--- src/hw/pcc_pkg.sv ---
// Purpose: constants and types for the clock and power-mode controller
// Assumes: one 250 MHz mclk, synchronous active-low reset
// Notes:
// Contract
// - multiply reference by multiplier field plus one, 1 to 4096
// - each accepted multiplier write drops lock; relock after 2500 reference cycles
// - clocks from the multiplier are gated off while out of lock
// - reset loads multiplier field 0, 3 or 400 from the two straps
// - periodic timer clock comes straight from the reference input
// - enable bit set from supply strap at reset only, never by software
// - enable 0 takes clocks from reference, 1 from multiplier output
// - drive field 00/01/10 full, 2/3, 1/3 strength; 11 holds output high
// - drive field changes never glitch the clock output
// - multiplier register protect bit; setting write lands, later ones ignored
// - mode register has own protect bit blocking later writes
// - multiplier on: system clock from divider, else from reference
// - baud clock bypasses divider, optionally halved by baud-divide bit
// - straps sampled only in reset; frequency strap then a port line
// - mode 11 stop halts oscillator and multiplier; 70000 cycle wake
// - mode 10 stop keeps oscillator, stops multiplier; 2500 cycle wake
// - mode 01 stop only halts system clock; wake in a few clocks
// - non-zero divide field divides by two to that power, up to 15
// - zero divide field passes multiplier output undivided
// - mode register: protect 7, divide 6:3, baud-divide 2, mode 1:0
// - parked buses driven high, low or floated during stopped modes
// - mode 00 stop request causes no low-power entry
// - power-down write, 16 clocks restarted by grants, request bus, enter
// - wake event restarts clocks, releases bus, back to normal
package pcc_pkg;
  localparam logic [7:0]  PCC_OFS_MUL    = 8'hf8;
  localparam logic [7:0]  PCC_OFS_MODE   = 8'hfa;
  localparam logic [7:0]  PCC_OFS_BDRV   = 8'hfc;
  localparam logic [7:0]  PCC_OFS_STAT   = 8'hfe;
  localparam int          PCC_MUL_WP     = 15;
  localparam int          PCC_MUL_DRV_LO = 13;
  localparam int          PCC_MUL_PEN    = 12;
  localparam int          PCC_MODE_WP    = 7;
  localparam int          PCC_MODE_DF_LO = 3;
  localparam int          PCC_MODE_BAUD  = 2;
  localparam int          PCC_BDRV_EN    = 0;
  localparam int          PCC_BDRV_DLOW  = 1;
  localparam int          PCC_BDRV_ALOW  = 2;
  localparam logic [11:0] PCC_MF_OFF     = 12'h000;
  localparam logic [11:0] PCC_MF_X4      = 12'h003;
  localparam logic [11:0] PCC_MF_X401    = 12'h190;
  localparam logic [1:0]  PCC_DRV_OFF    = 2'h3;
  localparam logic [1:0]  PCC_PM_NORMAL  = 2'h0;
  localparam logic [1:0]  PCC_PM_STANDBY = 2'h1;
  localparam logic [1:0]  PCC_PM_DOZE    = 2'h2;
  localparam logic [1:0]  PCC_PM_STOP    = 2'h3;
  localparam logic [11:0] PCC_LOCK_REF   = 12'd2500;
  localparam logic [4:0]  PCC_ARM_CLKS   = 5'd16;
  localparam logic [16:0] PCC_STBY_WAKE  = 17'd3;
  typedef enum logic [4:0] {
    PCC_RUN   = 5'h01,
    PCC_ARM   = 5'h02,
    PCC_REQ   = 5'h04,
    PCC_SLEEP = 5'h08,
    PCC_WAKE  = 5'h10
  } pcc_pwr_state_type;
  typedef struct packed {
    logic [1:0] ref_s, vco_s, frq_s, sup_s, wk_s;
    logic       ref_d, vco_d;
    logic       wp_mul, multiplier_enable_bit, wp_mode, baud_div;
    logic [1:0] drive, pmode, act_drive, slp_mode;
    logic [11:0] mf, lock_cnt;
    logic [3:0] df, act_df;
    logic       bd_en, bd_dlow, bd_alow;
    logic       locked, div_out, sys_gate, sys_out;
    logic       baud_gate, baud_tgl, baud_out, clock_output_pin_out, pit_out;
    logic       port_line;
    logic [14:0] div_cnt;
    pcc_pwr_state_type fsm;
    logic [4:0] arm_cnt;
    logic [16:0] wake_cnt;
    logic [15:0] rdata;
  } pcc_state_type;
endpackage

--- src/hw/pcc_clock_power.sv ---
// Purpose: clock generation and power-mode sequencing, clocks as sampled
// Assumes: reference and multiplier output are slow pins sampled by mclk
// Notes: all output clocks are registered levels rebuilt on mclk
`timescale 1ns/1ps
module pcc_clock_power
  import pcc_pkg::*;
#(
  parameter logic [16:0] STOP_WAKE_REF = 17'd70000,
  parameter logic [16:0] DOZE_WAKE_REF = 17'd2500
) (
  input  wire logic        mclk,
  input  wire logic        rst_n,
  input  wire logic [7:0]  reg_addr,
  input  wire logic [15:0] reg_wdata,
  input  wire logic        reg_wr,
  input  wire logic        reg_rd,
  output logic      [15:0] reg_rdata,
  input  wire logic        reference_clock_in,
  input  wire logic        multiplier_oscillator_output,
  input  wire logic        frequency_strap_pin,
  input  wire logic        multiplier_supply_strap,
  input  wire logic        wake_event,
  input  wire logic        pd_write,
  input  wire logic        pd_supervisor,
  input  wire logic        irq_abort,
  input  wire logic        bus_grant,
  input  wire logic        bus_grant_ack,
  output logic             bus_request,
  output logic             osc_run,
  output logic             mult_run,
  output logic [11:0]      multiplier_field,
  output logic             sys_clk_out,
  output logic             baud_clk_out,
  output logic             pit_clk_out,
  output logic             clock_output_pin,
  output logic [1:0]       clock_out_strength,
  output logic             port_a_line_twelve,
  output logic             bus_park_oe_n,
  output logic             bus_park_addr,
  output logic             bus_park_data
);
  pcc_state_type st_reg, st_next;

  // helper terms from the registered state and the register write strobe
  logic ref_rise, vco_rise, deep, sys_src, baud_src, clk_ok;
  logic [14:0] df_mask;
  logic wr_mul, wr_mode, wr_bdrv;
  assign ref_rise = st_reg.ref_s[1] & ~st_reg.ref_d;
  assign vco_rise = st_reg.vco_s[1] & ~st_reg.vco_d;
  assign deep     = (st_reg.slp_mode == PCC_PM_STOP) |
                    (st_reg.slp_mode == PCC_PM_DOZE);
  // without the multiplier everything runs from the reference
  assign sys_src  = st_reg.multiplier_enable_bit ? st_reg.div_out : st_reg.ref_s[1];
  assign baud_src = st_reg.multiplier_enable_bit ? st_reg.vco_s[1] : st_reg.ref_s[1];
  assign clk_ok   = ~st_reg.multiplier_enable_bit | st_reg.locked;
  assign df_mask  = 15'((16'h1 << st_reg.act_df) - 16'h1);
  assign wr_mul   = reg_wr & (reg_addr == PCC_OFS_MUL);
  assign wr_mode  = reg_wr & (reg_addr == PCC_OFS_MODE);
  assign wr_bdrv  = reg_wr & (reg_addr == PCC_OFS_BDRV);

  // next-state of the whole block
  always_comb begin
    st_next = st_reg;
    st_next.ref_s = {st_reg.ref_s[0], reference_clock_in};
    st_next.vco_s = {st_reg.vco_s[0], multiplier_oscillator_output};
    st_next.frq_s = {st_reg.frq_s[0], frequency_strap_pin};
    st_next.sup_s = {st_reg.sup_s[0], multiplier_supply_strap};
    st_next.wk_s  = {st_reg.wk_s[0], wake_event};
    st_next.ref_d = st_reg.ref_s[1];
    st_next.vco_d = st_reg.vco_s[1];

    // register writes; multiplier and mode each gated by its own protect bit, bus-drive never
    if (wr_mul && !st_reg.wp_mul) begin
      st_next.wp_mul   = reg_wdata[PCC_MUL_WP];
      st_next.drive    = reg_wdata[PCC_MUL_DRV_LO +: 2];
      st_next.mf       = reg_wdata[11:0];
      st_next.locked   = 1'b0;
      st_next.lock_cnt = 12'h000;
    end
    if (wr_mode && !st_reg.wp_mode) begin
      st_next.wp_mode  = reg_wdata[PCC_MODE_WP];
      st_next.df       = reg_wdata[PCC_MODE_DF_LO +: 4];
      st_next.baud_div = reg_wdata[PCC_MODE_BAUD];
      st_next.pmode    = reg_wdata[1:0];
    end
    if (wr_bdrv) begin
      st_next.bd_en   = reg_wdata[PCC_BDRV_EN];
      st_next.bd_dlow = reg_wdata[PCC_BDRV_DLOW];
      st_next.bd_alow = reg_wdata[PCC_BDRV_ALOW];
    end

    // lock delay counted in reference ticks, held off while asleep or waking in any mode
    // a refused write must not swallow a reference tick
    if (!st_reg.locked && !(wr_mul && !st_reg.wp_mul) &&
        st_reg.fsm != PCC_SLEEP && st_reg.fsm != PCC_WAKE &&
        ref_rise) begin
      if (st_reg.lock_cnt == PCC_LOCK_REF - 12'd1) begin
        st_next.locked = 1'b1;
      end else begin
        st_next.lock_cnt = st_reg.lock_cnt + 12'd1;
      end
    end

    // power-of-two divider; ratio taken only at a period end
    if (vco_rise) begin
      if ((st_reg.div_cnt & df_mask) == df_mask) begin
        st_next.div_cnt = 15'h0000;
        st_next.act_df  = st_reg.multiplier_enable_bit ? st_reg.df : 4'h0;
      end else begin
        st_next.div_cnt = st_reg.div_cnt + 15'h0001;
      end
    end
    if (st_reg.act_df == 4'h0) begin
      st_next.div_out = st_reg.vco_s[1];
    end else begin
      st_next.div_out = st_reg.div_cnt[st_reg.act_df - 4'h1];
    end

    // gates move only while their source is low, so no runt pulses
    // a halted multiplier may stop high, so deep sleep shuts at once
    if (!sys_src || (st_reg.fsm == PCC_SLEEP && deep)) begin
      st_next.sys_gate = clk_ok & (st_reg.fsm != PCC_SLEEP) &
                         (st_reg.fsm != PCC_WAKE);
    end
    st_next.sys_out = sys_src & st_reg.sys_gate;
    if (!baud_src || (st_reg.fsm == PCC_SLEEP && deep)) begin
      st_next.baud_gate = clk_ok & ~(deep &
        ((st_reg.fsm == PCC_SLEEP) | (st_reg.fsm == PCC_WAKE)));
    end
    // halve by toggling once per source rising edge, never on a level
    if ((st_reg.multiplier_enable_bit ? vco_rise : ref_rise) & st_reg.baud_gate &
        st_reg.baud_div) begin
      st_next.baud_tgl = ~st_reg.baud_tgl;
    end
    st_next.baud_out = st_reg.baud_div ? st_reg.baud_tgl :
                       (baud_src & st_reg.baud_gate);
    st_next.pit_out  = st_reg.ref_s[1];

    // drive code is adopted while the clock is high, so a disable lands
    // on a high level and an enable waits for the next low phase
    if (st_reg.sys_out && st_reg.clock_output_pin_out) begin
      st_next.act_drive = st_reg.drive;
    end
    st_next.clock_output_pin_out = (st_reg.act_drive == PCC_DRV_OFF) ? 1'b1 :
                       st_reg.sys_out;
    st_next.port_line = st_reg.frq_s[1];

    // power-down sequencer
    unique case (st_reg.fsm)
      PCC_RUN: begin
        if (pd_write && pd_supervisor && !irq_abort &&
            st_reg.pmode != PCC_PM_NORMAL) begin
          st_next.fsm      = PCC_ARM;
          st_next.arm_cnt  = 5'h00;
          st_next.slp_mode = st_reg.pmode;
        end
      end
      PCC_ARM: begin
        if (irq_abort || st_reg.wk_s[1]) begin
          st_next.fsm = PCC_RUN;
        end else if (bus_grant || bus_grant_ack) begin
          st_next.arm_cnt = 5'h00;
        end else if (st_reg.arm_cnt == PCC_ARM_CLKS - 5'd1) begin
          st_next.fsm = PCC_REQ;
        end else begin
          st_next.arm_cnt = st_reg.arm_cnt + 5'd1;
        end
      end
      PCC_REQ: begin
        if (irq_abort || st_reg.wk_s[1]) begin
          st_next.fsm = PCC_RUN;
        end else if (bus_grant) begin
          st_next.fsm = PCC_SLEEP;
          if (deep) begin
            st_next.locked = 1'b0;
          end
        end
      end
      PCC_SLEEP: begin
        if (st_reg.wk_s[1]) begin
          st_next.fsm      = PCC_WAKE;
          st_next.wake_cnt = 17'h00000;
        end
      end
      PCC_WAKE: begin
        if (st_reg.slp_mode == PCC_PM_STANDBY) begin
          if (st_reg.wake_cnt == PCC_STBY_WAKE - 17'd1) begin
            st_next.fsm = PCC_RUN;
          end else begin
            st_next.wake_cnt = st_reg.wake_cnt + 17'd1;
          end
        end else if (ref_rise) begin
          if (st_reg.wake_cnt == ((st_reg.slp_mode == PCC_PM_STOP) ?
              STOP_WAKE_REF : DOZE_WAKE_REF) - 17'd1) begin
            st_next.fsm    = PCC_RUN;
            st_next.locked = 1'b1;
          end else begin
            st_next.wake_cnt = st_reg.wake_cnt + 17'd1;
          end
        end
      end
    endcase

    // read data valid the cycle after the strobe; unmapped reads zero
    st_next.rdata = 16'h0000;
    if (reg_rd) begin
      unique case (reg_addr)
        PCC_OFS_MUL:  st_next.rdata = {st_reg.wp_mul, st_reg.drive,
                                       st_reg.multiplier_enable_bit, st_reg.mf};
        PCC_OFS_MODE: st_next.rdata = {8'h00, st_reg.wp_mode, st_reg.df,
                                       st_reg.baud_div, st_reg.pmode};
        PCC_OFS_BDRV: st_next.rdata = {13'h0000, st_reg.bd_alow,
                                       st_reg.bd_dlow, st_reg.bd_en};
        PCC_OFS_STAT: st_next.rdata = {9'h000, st_reg.locked, 1'b0,
                                       st_reg.fsm};
        default:      st_next.rdata = 16'h0000;
      endcase
    end

    // synchronous reset; syncs keep sampling so straps are seen here
    if (!rst_n) begin
      st_next           = '0;
      st_next.ref_s     = {st_reg.ref_s[0], reference_clock_in};
      st_next.vco_s     = {st_reg.vco_s[0], multiplier_oscillator_output};
      st_next.frq_s     = {st_reg.frq_s[0], frequency_strap_pin};
      st_next.sup_s     = {st_reg.sup_s[0], multiplier_supply_strap};
      st_next.wk_s      = {st_reg.wk_s[0], wake_event};
      st_next.fsm       = PCC_RUN;
      st_next.clock_output_pin_out  = 1'b1;
      st_next.multiplier_enable_bit       = st_reg.sup_s[1];
      st_next.mf        = !st_reg.sup_s[1] ? PCC_MF_OFF :
                          (st_reg.frq_s[1] ? PCC_MF_X401 : PCC_MF_X4);
      st_next.locked    = 1'b0;
    end
  end

  always_ff @(posedge mclk) begin
    st_reg <= st_next;
  end

  // outputs straight from the state register
  assign reg_rdata          = st_reg.rdata;
  assign bus_request        = (st_reg.fsm == PCC_REQ) |
                              (st_reg.fsm == PCC_SLEEP) |
                              (st_reg.fsm == PCC_WAKE);
  assign osc_run            = ~((st_reg.fsm == PCC_SLEEP) &
                              (st_reg.slp_mode == PCC_PM_STOP));
  assign mult_run           = st_reg.multiplier_enable_bit & ~((st_reg.fsm == PCC_SLEEP) &
                              deep);
  assign multiplier_field   = st_reg.mf;
  assign sys_clk_out        = st_reg.sys_out;
  assign baud_clk_out       = st_reg.baud_out;
  assign pit_clk_out        = st_reg.pit_out;
  assign clock_output_pin   = st_reg.clock_output_pin_out;
  assign clock_out_strength = st_reg.act_drive;
  assign port_a_line_twelve = st_reg.port_line;
  // parking holds only while the bus is taken from the core
  assign bus_park_oe_n      = ~(st_reg.bd_en & ((st_reg.fsm == PCC_SLEEP) |
                              (st_reg.fsm == PCC_WAKE)));
  assign bus_park_addr      = ~st_reg.bd_alow;
  assign bus_park_data      = ~st_reg.bd_dlow;
endmodule // pcc_clock_power

--- config.mk ---
export PLATFORM = sky130hd
export DESIGN_NAME = pcc_clock_power
export DESIGN_NICKNAME = d
export VERILOG_FILES = /design/src/hw/pcc_pkg.sv /design/src/hw/pcc_clock_power.sv
export SDC_FILE = /design/constraint.sdc
export NUM_CORES = 1
export LEC_CHECK = 0
export ABC_AREA = 1
export BUFFER_PORTS_ARGS = -buffer_cell sky130_fd_sc_hd__buf_2
export CAP_MARGIN = 10
export CORE_MARGIN = 4
export CORE_UTILIZATION = 30
export DETAILED_ROUTE_END_ITERATION = 8
export RECOVER_POWER = 25
export SETUP_SLACK_MARGIN = 0.4
export SLEW_MARGIN = 10
export SYNTH_ARGS = -nofsm -noshare
export SYNTH_HDL_FRONTEND = slang
export SYNTH_SLANG_ARGS = --single-unit
--- constraint.sdc ---
create_clock -name mclk -period 3.4 [get_ports mclk]
set_input_delay 0.17 -clock mclk [delete_from_list [all_inputs] [get_ports mclk]]
set_output_delay 0.17 -clock mclk [all_outputs]
set_load 0.005 [all_outputs]
Word-level counts from Yosys, hierarchy flattened
Index checks and enable logic that the tools add are counted.
Operators by class
  $add $sub $neg: 7
  multipliers: 0
  div/mod/pow operators: 0
  magnitude comparators: 1
  equality and inequality tests: 33
  shifts and indexed selects: 1
  muxes and demuxes: 59
  bitwise gates (word level): 34
  reductions and logical operators: 33
Operators by type and width (number)
  103-bit two-way mux: 1
  17-bit two-way mux: 6
  5-bit two-way mux: 13
  16-bit case mux with 4 select lines: 1
  17-bit case mux with 2 select lines: 1
  8-bit == test (second input constant): 4
  15-bit two-way mux: 2
  3-bit inequality test (second input constant): 9
  5-bit case mux with 5 select lines: 1
  12-bit two-way mux: 2
  24-bit two-way mux: 1
  1-bit two-way mux: 19
  9-bit two-way mux: 2
  17-bit by 1-bit adder with 17-bit output (second input constant): 1
  1-bit AND: 17
  17-bit == test: 1
  17-bit by 2-bit == test with 1-bit output (second input constant): 1
  17-bit by 1-bit subtractor with 17-bit output (second input constant): 1
  16-bit two-way mux: 1
  4-bit two-way mux: 4
  15-bit by 1-bit adder with 15-bit output (second input constant): 1
  15-bit AND: 1
  15-bit == test: 1
  1-bit by 4-bit << shifter with 15-bit output (first input constant): 1
  other kinds (34): 76
Storage, ports and cells
  bits in registers: 126
  bits in latches: 0
  RAM bits: 0
  bits in read-only memories: 0
  input port bits: 38
  output and inout bits: 41
  word-level logic and storage cells: 204
  memories kept: 0

Depth between registers and ports, before layout
Gate-level depths: netlist of the first run.
  depth in word-level cells: 14
  depth in mapped cells: 18
  mapped depth without buffers: 16

Worst setup path after synthesis of the first run
Ideal clock, no wire load.
  path kind: reg-to-reg
  start point: register st_reg[71] (netlist bit)
  end point: register st_reg[49] (netlist bit)
  library setup time: 0.116 ns
  arrival: 2.506 ns
  required time: 3.284 ns
  slack: 0.778 ns
  stages on the path, launching flop included: 18
  path buffers: 2
  clock period less this slack: 2.622 ns
  cell sequence: dfxtp_1 -> inv_1 -> clkbuf_1 -> ha_1 -> nand2_4 -> ha_1 -> nor2_1 -> a21oi_1 -> nand2_1 -> inv_1 -> nand2_1 -> nor2_2 -> nand2_2 -> nor3_4 -> nand3_2 -> nand2_2 -> buf_6 -> nor2_2
Between the ends
  word-level cells in the longest chain between the ends: 5
RTL lines
  from (decl): line pcc_clock_power.sv:42  | pcc_state_type st_reg, st_next;
  from (signal assigned): line pcc_clock_power.sv:238  | st_reg <= st_next;
  1-bit by 4-bit << shifter with 15-bit output (*): line pcc_clock_power.sv:56  | assign df_mask = 15'((16'h1 << st_reg.act_df) - 16'h1);
  15-bit by 1-bit subtractor with 15-bit output (*): line pcc_clock_power.sv:56
  15-bit AND: line pcc_clock_power.sv:106  | if ((st_reg.div_cnt & df_mask) == df_mask) begin
  15-bit == test (*): line pcc_clock_power.sv:106
  15-bit two-way mux (*): line pcc_clock_power.sv:106
Mark *: on every way between the ends. The rest lies on a longest branch, timed or not.
A chain may end at the register's enable or synchronous reset.

Final worst setup path of the first run
  start point: register st_reg[71] (netlist bit)
  end point: register st_reg[43] (netlist bit)
The elaborated chain is that of the path after synthesis.

==> results.sh, run 1 <==
export IMPL_outcome="completed"
export IMPL_clock_sinks=126
export IMPL_grt_overflow_total=0
export IMPL_core_area_sq_um=23400
export IMPL_syn_cell_area_sq_um=7110
export IMPL_initial_core_util=0.304
export IMPL_clk_latency_ns=0.42
export IMPL_wl_per_cell_microns=12.9
export IMPL_io_buffers=77
export IMPL_worstHoldPathType="in -> reg"
export IMPL_cp_end_kind="flop"
export IMPL_grt_busiest_layer="met2"
export IMPL_vias=6379
export IMPL_maxCapViolations=0
export IMPL_cp_arrival_ns=3.13
export IMPL_crit_slowest_cell="dfxtp_1"
export IMPL_combPwrFrac=0.198
export IMPL_post_route_drc_count=0
export IMPL_yosysUniqueCellTypes=51
export IMPL_ys_seq_area_frac=0.373
export IMPL_p_clk_frac=0.412
export IMPL_hold_violations=0
export IMPL_final_layout_size_suffix_gt1_frac=0.155
export IMPL_critPathLaunchType="flop"
export IMPL_switching_share=0.302
export IMPL_first_pass_iters=5
export IMPL_fin_cells=1382
export IMPL_power_density_nw_per_um2=507
export IMPL_finalSetupViolCount=0
export IMPL_syn2layout_area_growth_pct=15.7
export IMPL_cts_htree_levels=4
export IMPL_power_leakage_nw=3.32
export IMPL_grt_max_degree=27
export IMPL_die_w_microns=162
export IMPL_syn_num_nets=1043
export IMPL_p_sw_mw=1.26
export IMPL_gp_congestion=0.933
export IMPL_synth_main_ff_cell="dfxtp_1"
export IMPL_yosysWarnings=0
export IMPL_final_max_slew_violation_count=0
export IMPL_cpPeakStageDelay_ns=0.53
export IMPL_antenna_found_initial=1
export IMPL_cp_max_fo=13
export IMPL_hpwl_microns=13700
export IMPL_num_io_pins=79
export IMPL_grt_pass1_wl_microns=29500
export IMPL_synth_seq_cells=126
export IMPL_viasPerCell=4.62
export IMPL_slew_limit_headroom=0.164
export IMPL_drtIter0Drc=437
export IMPL_path_class="reg -> reg"
export IMPL_p_int_mw=2.91
export IMPL_ant_nets=0
export IMPL_syn_avg_cell_area_sq_um=7.16
export IMPL_diodes=0
export IMPL_die_area_sq_um=26200
export IMPL_placed_area_sq_um=7580
export IMPL_synth_common_cells="nand2_1 (178), inv_1 (137), dfxtp_1 (113), nor2_1 (103), nand3_1 (81)"
export IMPL_yosysTopAreaCellShare=0.318
export IMPL_grtUsageMet3=0.0254
export IMPL_cts_clk_slew_worst_paths_ns=0.06
export IMPL_ir_worst_vdd_mv=0.354
export IMPL_rows=56
export IMPL_largest_reg_flops=91
export IMPL_grt_use_met2=0.221
export IMPL_fmax_mhz=353
export IMPL_die_y_microns=162
export IMPL_rsz0062_at_grt="false"
export IMPL_clockBufferDepth=2
export IMPL_grtUsageMet1=0.185
export IMPL_worstMarginPinSlew_ns=1.25
export IMPL_cts_tree="built"
export IMPL_synth_cells=993
export IMPL_fin_crit_sh=0.833
export IMPL_synth_edff_count=13
export IMPL_cp_required_ns=3.70
export IMPL_place_inst=1341
export IMPL_cts_buffers=17
export IMPL_grt_total_usage=0.137
export IMPL_synth_async_reset_ratio=0
export IMPL_wl_microns=17800
export IMPL_grt_pass1_vias=6098
export IMPL_root_buffer="clkbuf_16"
export IMPL_post_route_min_period_ns=2.83
export IMPL_path_cells="inv_1 > ha_1 > nand2_4 > ha_1 > nand3_2 > nor2_4 > nand3b_1 > nand2_1 > nor2_1 > nor3_4 > nand3_2 > nand2_4 > nor2_1"
export IMPL_synth_most_common_cell="nand2_1"
export IMPL_stdcell_area_sq_um=8220
export IMPL_fin_worst_skew_ns=0.0103
export IMPL_pwr_share_seq=0.390
export IMPL_yosys_area_top_type="dfxtp_1"
export IMPL_final_util=0.351
export IMPL_nets=1100
export IMPL_fin_setup_tns_ns=0
export IMPL_synthTopCellsByArea="dfxtp_1 (32%), nand2_1 (9.4%), inv_1 (7.2%), nand3_1 (5.7%), edfxtp_1 (5.5%)"
[stage by stage]
step	hold slack, ns	total power [mW]	setup slack, ns
after global placement	0.273	2.46	0.593
after CTS	0.00613	4.20	0.491
after global routing	0.0163	4.40	0.387
after floorplan	0.198	2.29	0.778
final	0.0122	4.17	0.566
after detailed placement	0.275	2.47	0.498
[cell families (layout without fill, tap and decap cells)]
group           count (synthesis)  count (layout)  share of synthesized area
flops                         126             126                      0.373
simple gates                  482             482                      0.327
compound gates                136             136                      0.106
xor+xnor                       36              36                     0.0443
buf+inv                       201             271                      0.129
fa+ha+maj                      12              12                     0.0211
[path summary, 6_finish.rpt]
kind	cells after the start	to	from	slack (ns)
setup / recovery	13	st_reg[43]$_SDFFE_PN0P_	st_reg[71]$_SDFFE_PN0P_	0.57
hold / removal	3	st_reg[112]$_SDFFE_PN0P_	reg_wdata[7]	0.01
hold reg to reg	0	st_reg[120]$_DFF_P_	st_reg[119]$_DFF_P_	0.32
setup reg to reg	13	st_reg[43]$_SDFFE_PN0P_	st_reg[71]$_SDFFE_PN0P_	0.57
[layout by cell type (no fill, tap or decap), types with 4 or more instances in the layout]
cell type        n
nand2_1        178
inv_1          137
dfxtp_1        113
nor2_1         101
nand3_1         81
buf_2           65
a21oi_1         61
o21ai_0         49
nor3_1          35
xor2_1          34
nand4_1         21
clkbuf_16       17
nor2_2          16
clkbuf_1        15
edfxtp_1        13
ha_1            12
inv_2            9
nand3_2          9
dlygate4sd3_1    9
nor2_4           7
nor4_1           7
buf_4            6
nor3_2           5
nand2_2          5
or2_2            4
clkinv_2         4
[area by class of cell]
class,instances,area [sq um]
fill,2518,15200
multi-input combinational,666,3550
sequential,126,2650
inverter,146,548
timing repair buffer,93,509
clock buffer,22,474
tap,319,399
clock inverter,10,91.3
[layer usage]
metal	vias to the layer above	part of all wire
met1	2924	0.48
met5	-	0.00073
met2	111	0.46
met3	26	0.041
met4	2	0.017
li1	3316	-
[timing repair]
item                       CTS  global route
gates resized for setup      0             3
setup endpoints to repair    0            15
hold endpoints to repair     9             0
hold buffers                 9             0
setup buffers                0             0
[power by group through the flow]
stage / Sequential [mW] / Combinational [mW] / Clock [mW]
global route: 1.64 / 0.940 / 1.82
CTS: 1.63 / 0.824 / 1.75
finish: 1.63 / 0.824 / 1.72
floorplan: 1.64 / 0.646 / 0
global placement: 1.66 / 0.807 / 0
detailed placement: 1.66 / 0.813 / 0
[worst max-delay path, delay by kind of cell, from the launching register on]
family                     cells  cell delay (ns)
adders and majority gates      2             0.58
and+or+nand+nor               10             1.50
buffers and inverters          1             0.11
DFF                            1             0.53
No activity file was read; power rests on OpenSTA's default activity.
==> run 2, diff against run 1 <==
==> constraint.sdc (replaced) <==
create_clock -name mclk -period 2.3 [get_ports mclk]
set_input_delay 0.115 -clock mclk [delete_from_list [all_inputs] [get_ports mclk]]
set_output_delay 0.115 -clock mclk [all_outputs]
set_load 0.005 [all_outputs]
==> run 2 against run 1 <==
  * Maximum frequency up 27%
  * Sequential power up 48%
  * Worst setup slack worse by 0.49 ns
  * Via count up 7.8%
  * First-iteration DRC count down 7.8%
  * Critical endpoint is now st_reg[49]$_SDFFE_PN0P_
  * Largest power group unchanged
==> results.sh, run 2 (synthesized netlist as in run 1, its figures left out) <==
export IMPL_cts_tree="built"
export IMPL_syn2layout_area_growth_pct=30.7
export IMPL_p_int_mw=4.56
export IMPL_cts_clk_slew_worst_paths_ns=0.06
export IMPL_cp_required_ns=2.61
export IMPL_initial_core_util=0.304
export IMPL_critPathLaunchType="flop"
export IMPL_path_cells="inv_6 > ha_4 > nand2_4 > ha_4 > nor2_2 > a21oi_2 > nand2_1 > inv_1 > nand2_2 > nor2_2 > nand2_2 > nor3_4 > nand3_2 > nand2_4 > buf_12 > nor2_2"
export IMPL_slew_limit_headroom=0.652
export IMPL_io_buffers=77
export IMPL_holdWs_ns=0.0462
export IMPL_wl_microns=20100
export IMPL_vias=6875
export IMPL_grt_overflow_total=0
export IMPL_met2WireLength_microns=9940
export IMPL_clk_latency_ns=0.43
export IMPL_final_layout_size_suffix_gt1_frac=0.272
export IMPL_die_y_microns=162
export IMPL_m1WireLength_microns=8960
export IMPL_grt_pass1_wl_microns=32500
export IMPL_p_total_mw=6.86
export IMPL_rows=56
export IMPL_p_clk_frac=0.380
export IMPL_fin_worst_skew_ns=0.0101
export IMPL_num_io_pins=79
export IMPL_hold_violations=0
export IMPL_path_class="reg -> reg"
export IMPL_die_w_microns=162
export IMPL_wl_per_cell_microns=13.8
export IMPL_nets=1172
export IMPL_cpPeakStageDelay_ns=0.37
export IMPL_cp_arrival_ns=2.54
export IMPL_power_density_nw_per_um2=739
export IMPL_gp_congestion=0.926
export IMPL_grt_max_degree=49
export IMPL_grt_total_usage=0.152
export IMPL_fmax_mhz=449
export IMPL_root_buffer="clkbuf_16"
export IMPL_first_pass_iters=5
export IMPL_largest_reg_flops=91
export IMPL_power_leakage_nw=3.73
export IMPL_drtIter0Drc=403
export IMPL_viasPerCell=4.73
export IMPL_worstHoldPathType="in -> reg"
export IMPL_hpwl_microns=14200
export IMPL_cts_buffers=17
export IMPL_outcome="completed"
export IMPL_ant_nets=0
export IMPL_finalSetupViolCount=0
export IMPL_antenna_found_initial=0
export IMPL_diodes=0
export IMPL_rsz0062_at_grt="true"
export IMPL_final_cell_mix="nand2_1 (160), inv_1 (128), dfxtp_1 (102), nor2_1 (92), nand3_1 (72)"
export IMPL_crit_slowest_cell="dfxtp_4"
export IMPL_maxCapViolations=0
export IMPL_pwr_share_seq=0.353
export IMPL_core_area_sq_um=23400
export IMPL_clock_sinks=126
export IMPL_switching_share=0.336
export IMPL_fin_crit_sh=0.968
export IMPL_cp_max_fo=10
export IMPL_final_common_cell="nand2_1"
export IMPL_post_route_min_period_ns=2.23
export IMPL_cp_common_cell="nor2_2"
export IMPL_clockBufferDepth=2
export IMPL_hold_path_depth=4
export IMPL_combPwrFrac=0.268
export IMPL_top_layer_used="met4"
export IMPL_post_route_drc_count=0
export IMPL_cts_htree_levels=4
export IMPL_final_max_slew_violation_count=0
export IMPL_p_sw_mw=2.31
export IMPL_worstRegToRegCells=16
export IMPL_grt_pass1_vias=6622
export IMPL_worstMarginPinSlew_ns=0.522
export IMPL_wl_met3_microns=917
export IMPL_die_area_sq_um=26200
export IMPL_ir_worst_vdd_mv=0.392
export IMPL_cp_end_kind="flop"
## run 2: cell types whose count changed in the layout (fill, tap and decap cells not counted), sizes merged
| cell | before | now |
|---|---|---|
| inv | 146 | 159 |
| bufinv | 1 | 0 |
| dlygate4sd3 | 9 | 20 |
| clkinvlp | 2 | 1 |
| clkbuf | 35 | 29 |
| buf | 71 | 132 |
| clkinv | 7 | 2 |
## run 2: power by group through the flow
stage               sequential [mW]  combinational (mW)  clock, mW
floorplan                      2.43               0.987          0
global placement               2.45                1.33          0
detailed placement             2.45                1.34          0
CTS                            2.41                1.60       2.66
global route                   2.43                2.03       2.78
finish                         2.42                1.84       2.61
## run 2: worst paths after layout
check                                               end  slack, ns               startpoint
worst max-delay path            st_reg[49]$_SDFFE_PN0P_       0.07  st_reg[71]$_SDFFE_PN0P_
worst min-delay path            reg_rdata[6]$_SDFF_PN0_       0.05              reg_addr[0]
worst max register to register  st_reg[49]$_SDFFE_PN0P_       0.07  st_reg[71]$_SDFFE_PN0P_
worst min register to register      st_reg[126]$_DFF_P_       0.33      st_reg[125]$_DFF_P_
## run 2: worst max-delay path: cells and delay by family (launching register included)
kind	cells	cell delay (ns)
buffers and inverters	3	0.28
and+or+nand+nor	10	0.89
AOI/OAI and AO/OA	1	0.10
DFF	1	0.37
adders and majority gates	2	0.44
## run 2: layer usage
layer	GRT usage	vias up
met5	0	-
met4	0.0419	0
met3	0.0312	26
met2	0.257	168
met1	0.197	3207
li1	-	3474
## run 2: layout make-up
| class | instances | area (sq um) |
|---|---|---|
| Timing Repair inverter | 1 | 7.51 |
| Clock inverter | 15 | 138 |
| Timing Repair Buffer | 164 | 1130 |
| Inverter | 146 | 566 |
| Fill cell | 2481 | 14100 |
| Clock buffer | 17 | 425 |
| Tap cell | 319 | 399 |
| Sequential cell | 126 | 2680 |
| Multi-Input combinational cell | 666 | 3950 |
## run 2: through the flow
step	worst slack (ns)	instance area (sq um)	setup TNS, ns	utilization	std cells
final	0.0747	9290	0	0.397	1454
after global routing	-0.0241	9290	-0.162	0.397	1454
after CTS	0.105	8990	0	0.384	1441
after detailed placement	-0.0203	7870	-0.147	0.336	1369
after global placement	0.0247	7870	0	0.336	1369
after floorplan	0.0945	7180	0	-	993
## run 2: timing repair
action                                  CTS  global route
buffers inserted                         19            13
cloned                                    1             0
hold buffers                             20             0
pin swaps                                25            22
endpoints found under the setup margin   54            62
endpoints found under the hold margin    22             0
gates resized for setup                  60            54
==> run 3, diff against run 2 <==
--- a/config.mk
+++ b/config.mk
@@ -11,6 +11,7 @@
 export CORE_MARGIN = 4
 export CORE_UTILIZATION = 30
 export DETAILED_ROUTE_END_ITERATION = 8
+export PLACE_DENSITY_LB_ADDON = 0.3
 export RECOVER_POWER = 25
 export SETUP_SLACK_MARGIN = 0.4
 export SLEW_MARGIN = 10
==> run 3 against run 2 <==
  * Global-route usage decreased by 0.19 points
  * Cell area grew 0.44%
  * Non-clock buffer count increased by 2
  * Sequential power about the same
  * Clock power rose by 2%
  * Die area unchanged
  * Clock-buffer cell count did not move
  * Worst hold slack got worse by 0.013 ns
  * Total power is 1.2% lower
  * Critical path depth did not move
  * Maximum frequency is 4.1% higher
==> results.sh, run 3 (synthesized netlist as in run 1, its figures left out) <==
export IMPL_crit_slowest_cell="dfxtp_4"
export IMPL_fin_crit_sh=0.929
export IMPL_viasPerCell=4.64
export IMPL_vias=6744
export IMPL_diodes=0
export IMPL_rsz0062_at_grt="true"
export IMPL_grt_pass1_vias=6378
export IMPL_outcome="completed"
export IMPL_placed_area_sq_um=7990
export IMPL_cp_required_ns=2.61
export IMPL_drtIter0Drc=403
export IMPL_p_total_mw=6.78
export IMPL_cts_buffers=17
export IMPL_first_pass_iters=5
export IMPL_cts_tree="built"
export IMPL_wl_microns=19700
export IMPL_power_leakage_nw=3.81
export IMPL_grt_overflow_total=0
export IMPL_stdcell_area_sq_um=9340
export IMPL_fin_worst_skew_ns=0.0143
export IMPL_post_route_min_period_ns=2.14
export IMPL_die_y_microns=162
export IMPL_final_max_slew_violation_count=0
export IMPL_path_cells="inv_4 > ha_4 > nand2_4 > ha_4 > nand2_2 > nor2_4 > nand3_1 > nand3_1 > nand2_1 > inv_1 > nand3_1 > nor2_4 > nand3_4 > nand2_4 > buf_12 > nor2_2"
export IMPL_hold_violations=0
export IMPL_cp_end_kind="flop"
export IMPL_antenna_found_initial=1
export IMPL_clockBufferDepth=2
export IMPL_nets=1173
export IMPL_io_buffers=77
export IMPL_gp_congestion=0.865
export IMPL_largest_reg_flops=91
export IMPL_root_buffer="clkbuf_16"
export IMPL_critPathLaunchType="flop"
export IMPL_syn2layout_area_growth_pct=31.3
export IMPL_worstHoldPathType="in -> reg"
export IMPL_die_area_sq_um=26200
export IMPL_final_cell_mix="nand2_1 (160), inv_1 (130), dfxtp_1 (102), nor2_1 (93), buf_2 (77)"
export IMPL_core_area_sq_um=23400
export IMPL_cp_max_fo=10
export IMPL_cp_arrival_ns=2.45
export IMPL_die_w_microns=162
export IMPL_path_class="reg -> reg"
export IMPL_pre_cts_ws_ns=0.00479
export IMPL_ir_worst_vdd_mv=0.421
export IMPL_final_common_cell="nand2_1"
export IMPL_cpPeakStageDelay_ns=0.39
export IMPL_clock_sinks=126
export IMPL_fmax_mhz=468
export IMPL_post_route_drc_count=0
export IMPL_worstMarginPinSlew_ns=0.450
export IMPL_num_io_pins=79
export IMPL_cts_clk_slew_worst_paths_ns=0.07
export IMPL_ant_nets=0
export IMPL_power_density_nw_per_um2=727
export IMPL_finalSetupViolCount=0
export IMPL_clk_latency_ns=0.43
export IMPL_layout_setup_ws_ns=0.163
export IMPL_slew_limit_headroom=0.699
export IMPL_rows=56
export IMPL_initial_core_util=0.304
export IMPL_cp_common_cell="nand3_1"
export IMPL_grt_total_usage=0.150
export IMPL_holdWs_ns=0.0335
export IMPL_cts_htree_levels=4
export IMPL_grt_pass1_wl_microns=32000
export IMPL_grt_max_degree=28
export IMPL_hpwl_microns=14500
export IMPL_maxCapViolations=0
export IMPL_final_layout_size_suffix_gt1_frac=0.283
export IMPL_wl_per_cell_microns=13.5
run 3: final cells by class:
cell class	instances	area [sq um]
fillers	2473	14100
multi-input cells	666	3960
flip-flops and latches	126	2670
repair buffers	166	1150
inverters	146	561
clock buffers	17	425
well taps	319	399
clock inverters	15	165
run 3: what timing repair did:
action | in CTS | in global routing
hold endpoints to repair | 21 | 0
buffers inserted | 4 | 15
cloned | 0 | 1
hold buffers | 19 | 0
gates resized for setup | 43 | 69
pin swaps | 8 | 16
endpoints found under the setup margin | 61 | 64
run 3: through the flow:
step	util	std cells	TNS, ns
after global placement	0.341	1384	-0.0190
final	0.399	1455	0
after detailed placement	0.341	1384	0
after floorplan	-	993	0
after CTS	0.383	1439	0
after global routing	0.399	1455	-0.00201
run 3: per-layer routing:
| layer | part of all wire | track usage | wire (microns) | up-vias |
|---|---|---|---|---|
| met5 | 0.00036 | 0 | 7 | - |
| met4 | 0.013 | 0.0450 | 256 | 2 |
| met3 | 0.046 | 0.0325 | 910 | 23 |
| met2 | 0.46 | 0.237 | 9120 | 133 |
| met1 | 0.48 | 0.205 | 9380 | 3118 |
| li1 | - | - | - | 3468 |
run 3: power by group:
| group | internal (mW) | total (mW) | switching, mW |
|---|---|---|---|
| clock network | 1.46 | 2.65 | 1.19 |
| logic | 0.708 | 1.71 | 1.00 |
| registers | 2.33 | 2.42 | 0.0938 |
| total | 4.50 | 6.78 | 2.29 |
run 3: critical path, delay by kind of cell (launching register included):
kind                     cells  cell delay [ns]
AND/OR/NAND/NOR             11             1.02
buffers and inverters        3             0.25
adder cells (fa/ha/maj)      2             0.35
flip-flops                   1             0.39
run 3: final timing paths:
| check | startpoint | endpoint | slack, ns | depth (start not counted) |
|---|---|---|---|---|
| max | st_reg[71]$_SDFFE_PN0P_ | st_reg[53]$_SDFFE_PN0P_ | 0.16 | 16 |
| min | reg_wdata[2] | st_reg[111]$_SDFFE_PN0P_ | 0.03 | 3 |
| max reg2reg | st_reg[71]$_SDFFE_PN0P_ | st_reg[53]$_SDFFE_PN0P_ | 0.16 | 16 |
| min reg2reg | st_reg[125]$_DFF_P_ | st_reg[126]$_DFF_P_ | 0.33 | 0 |
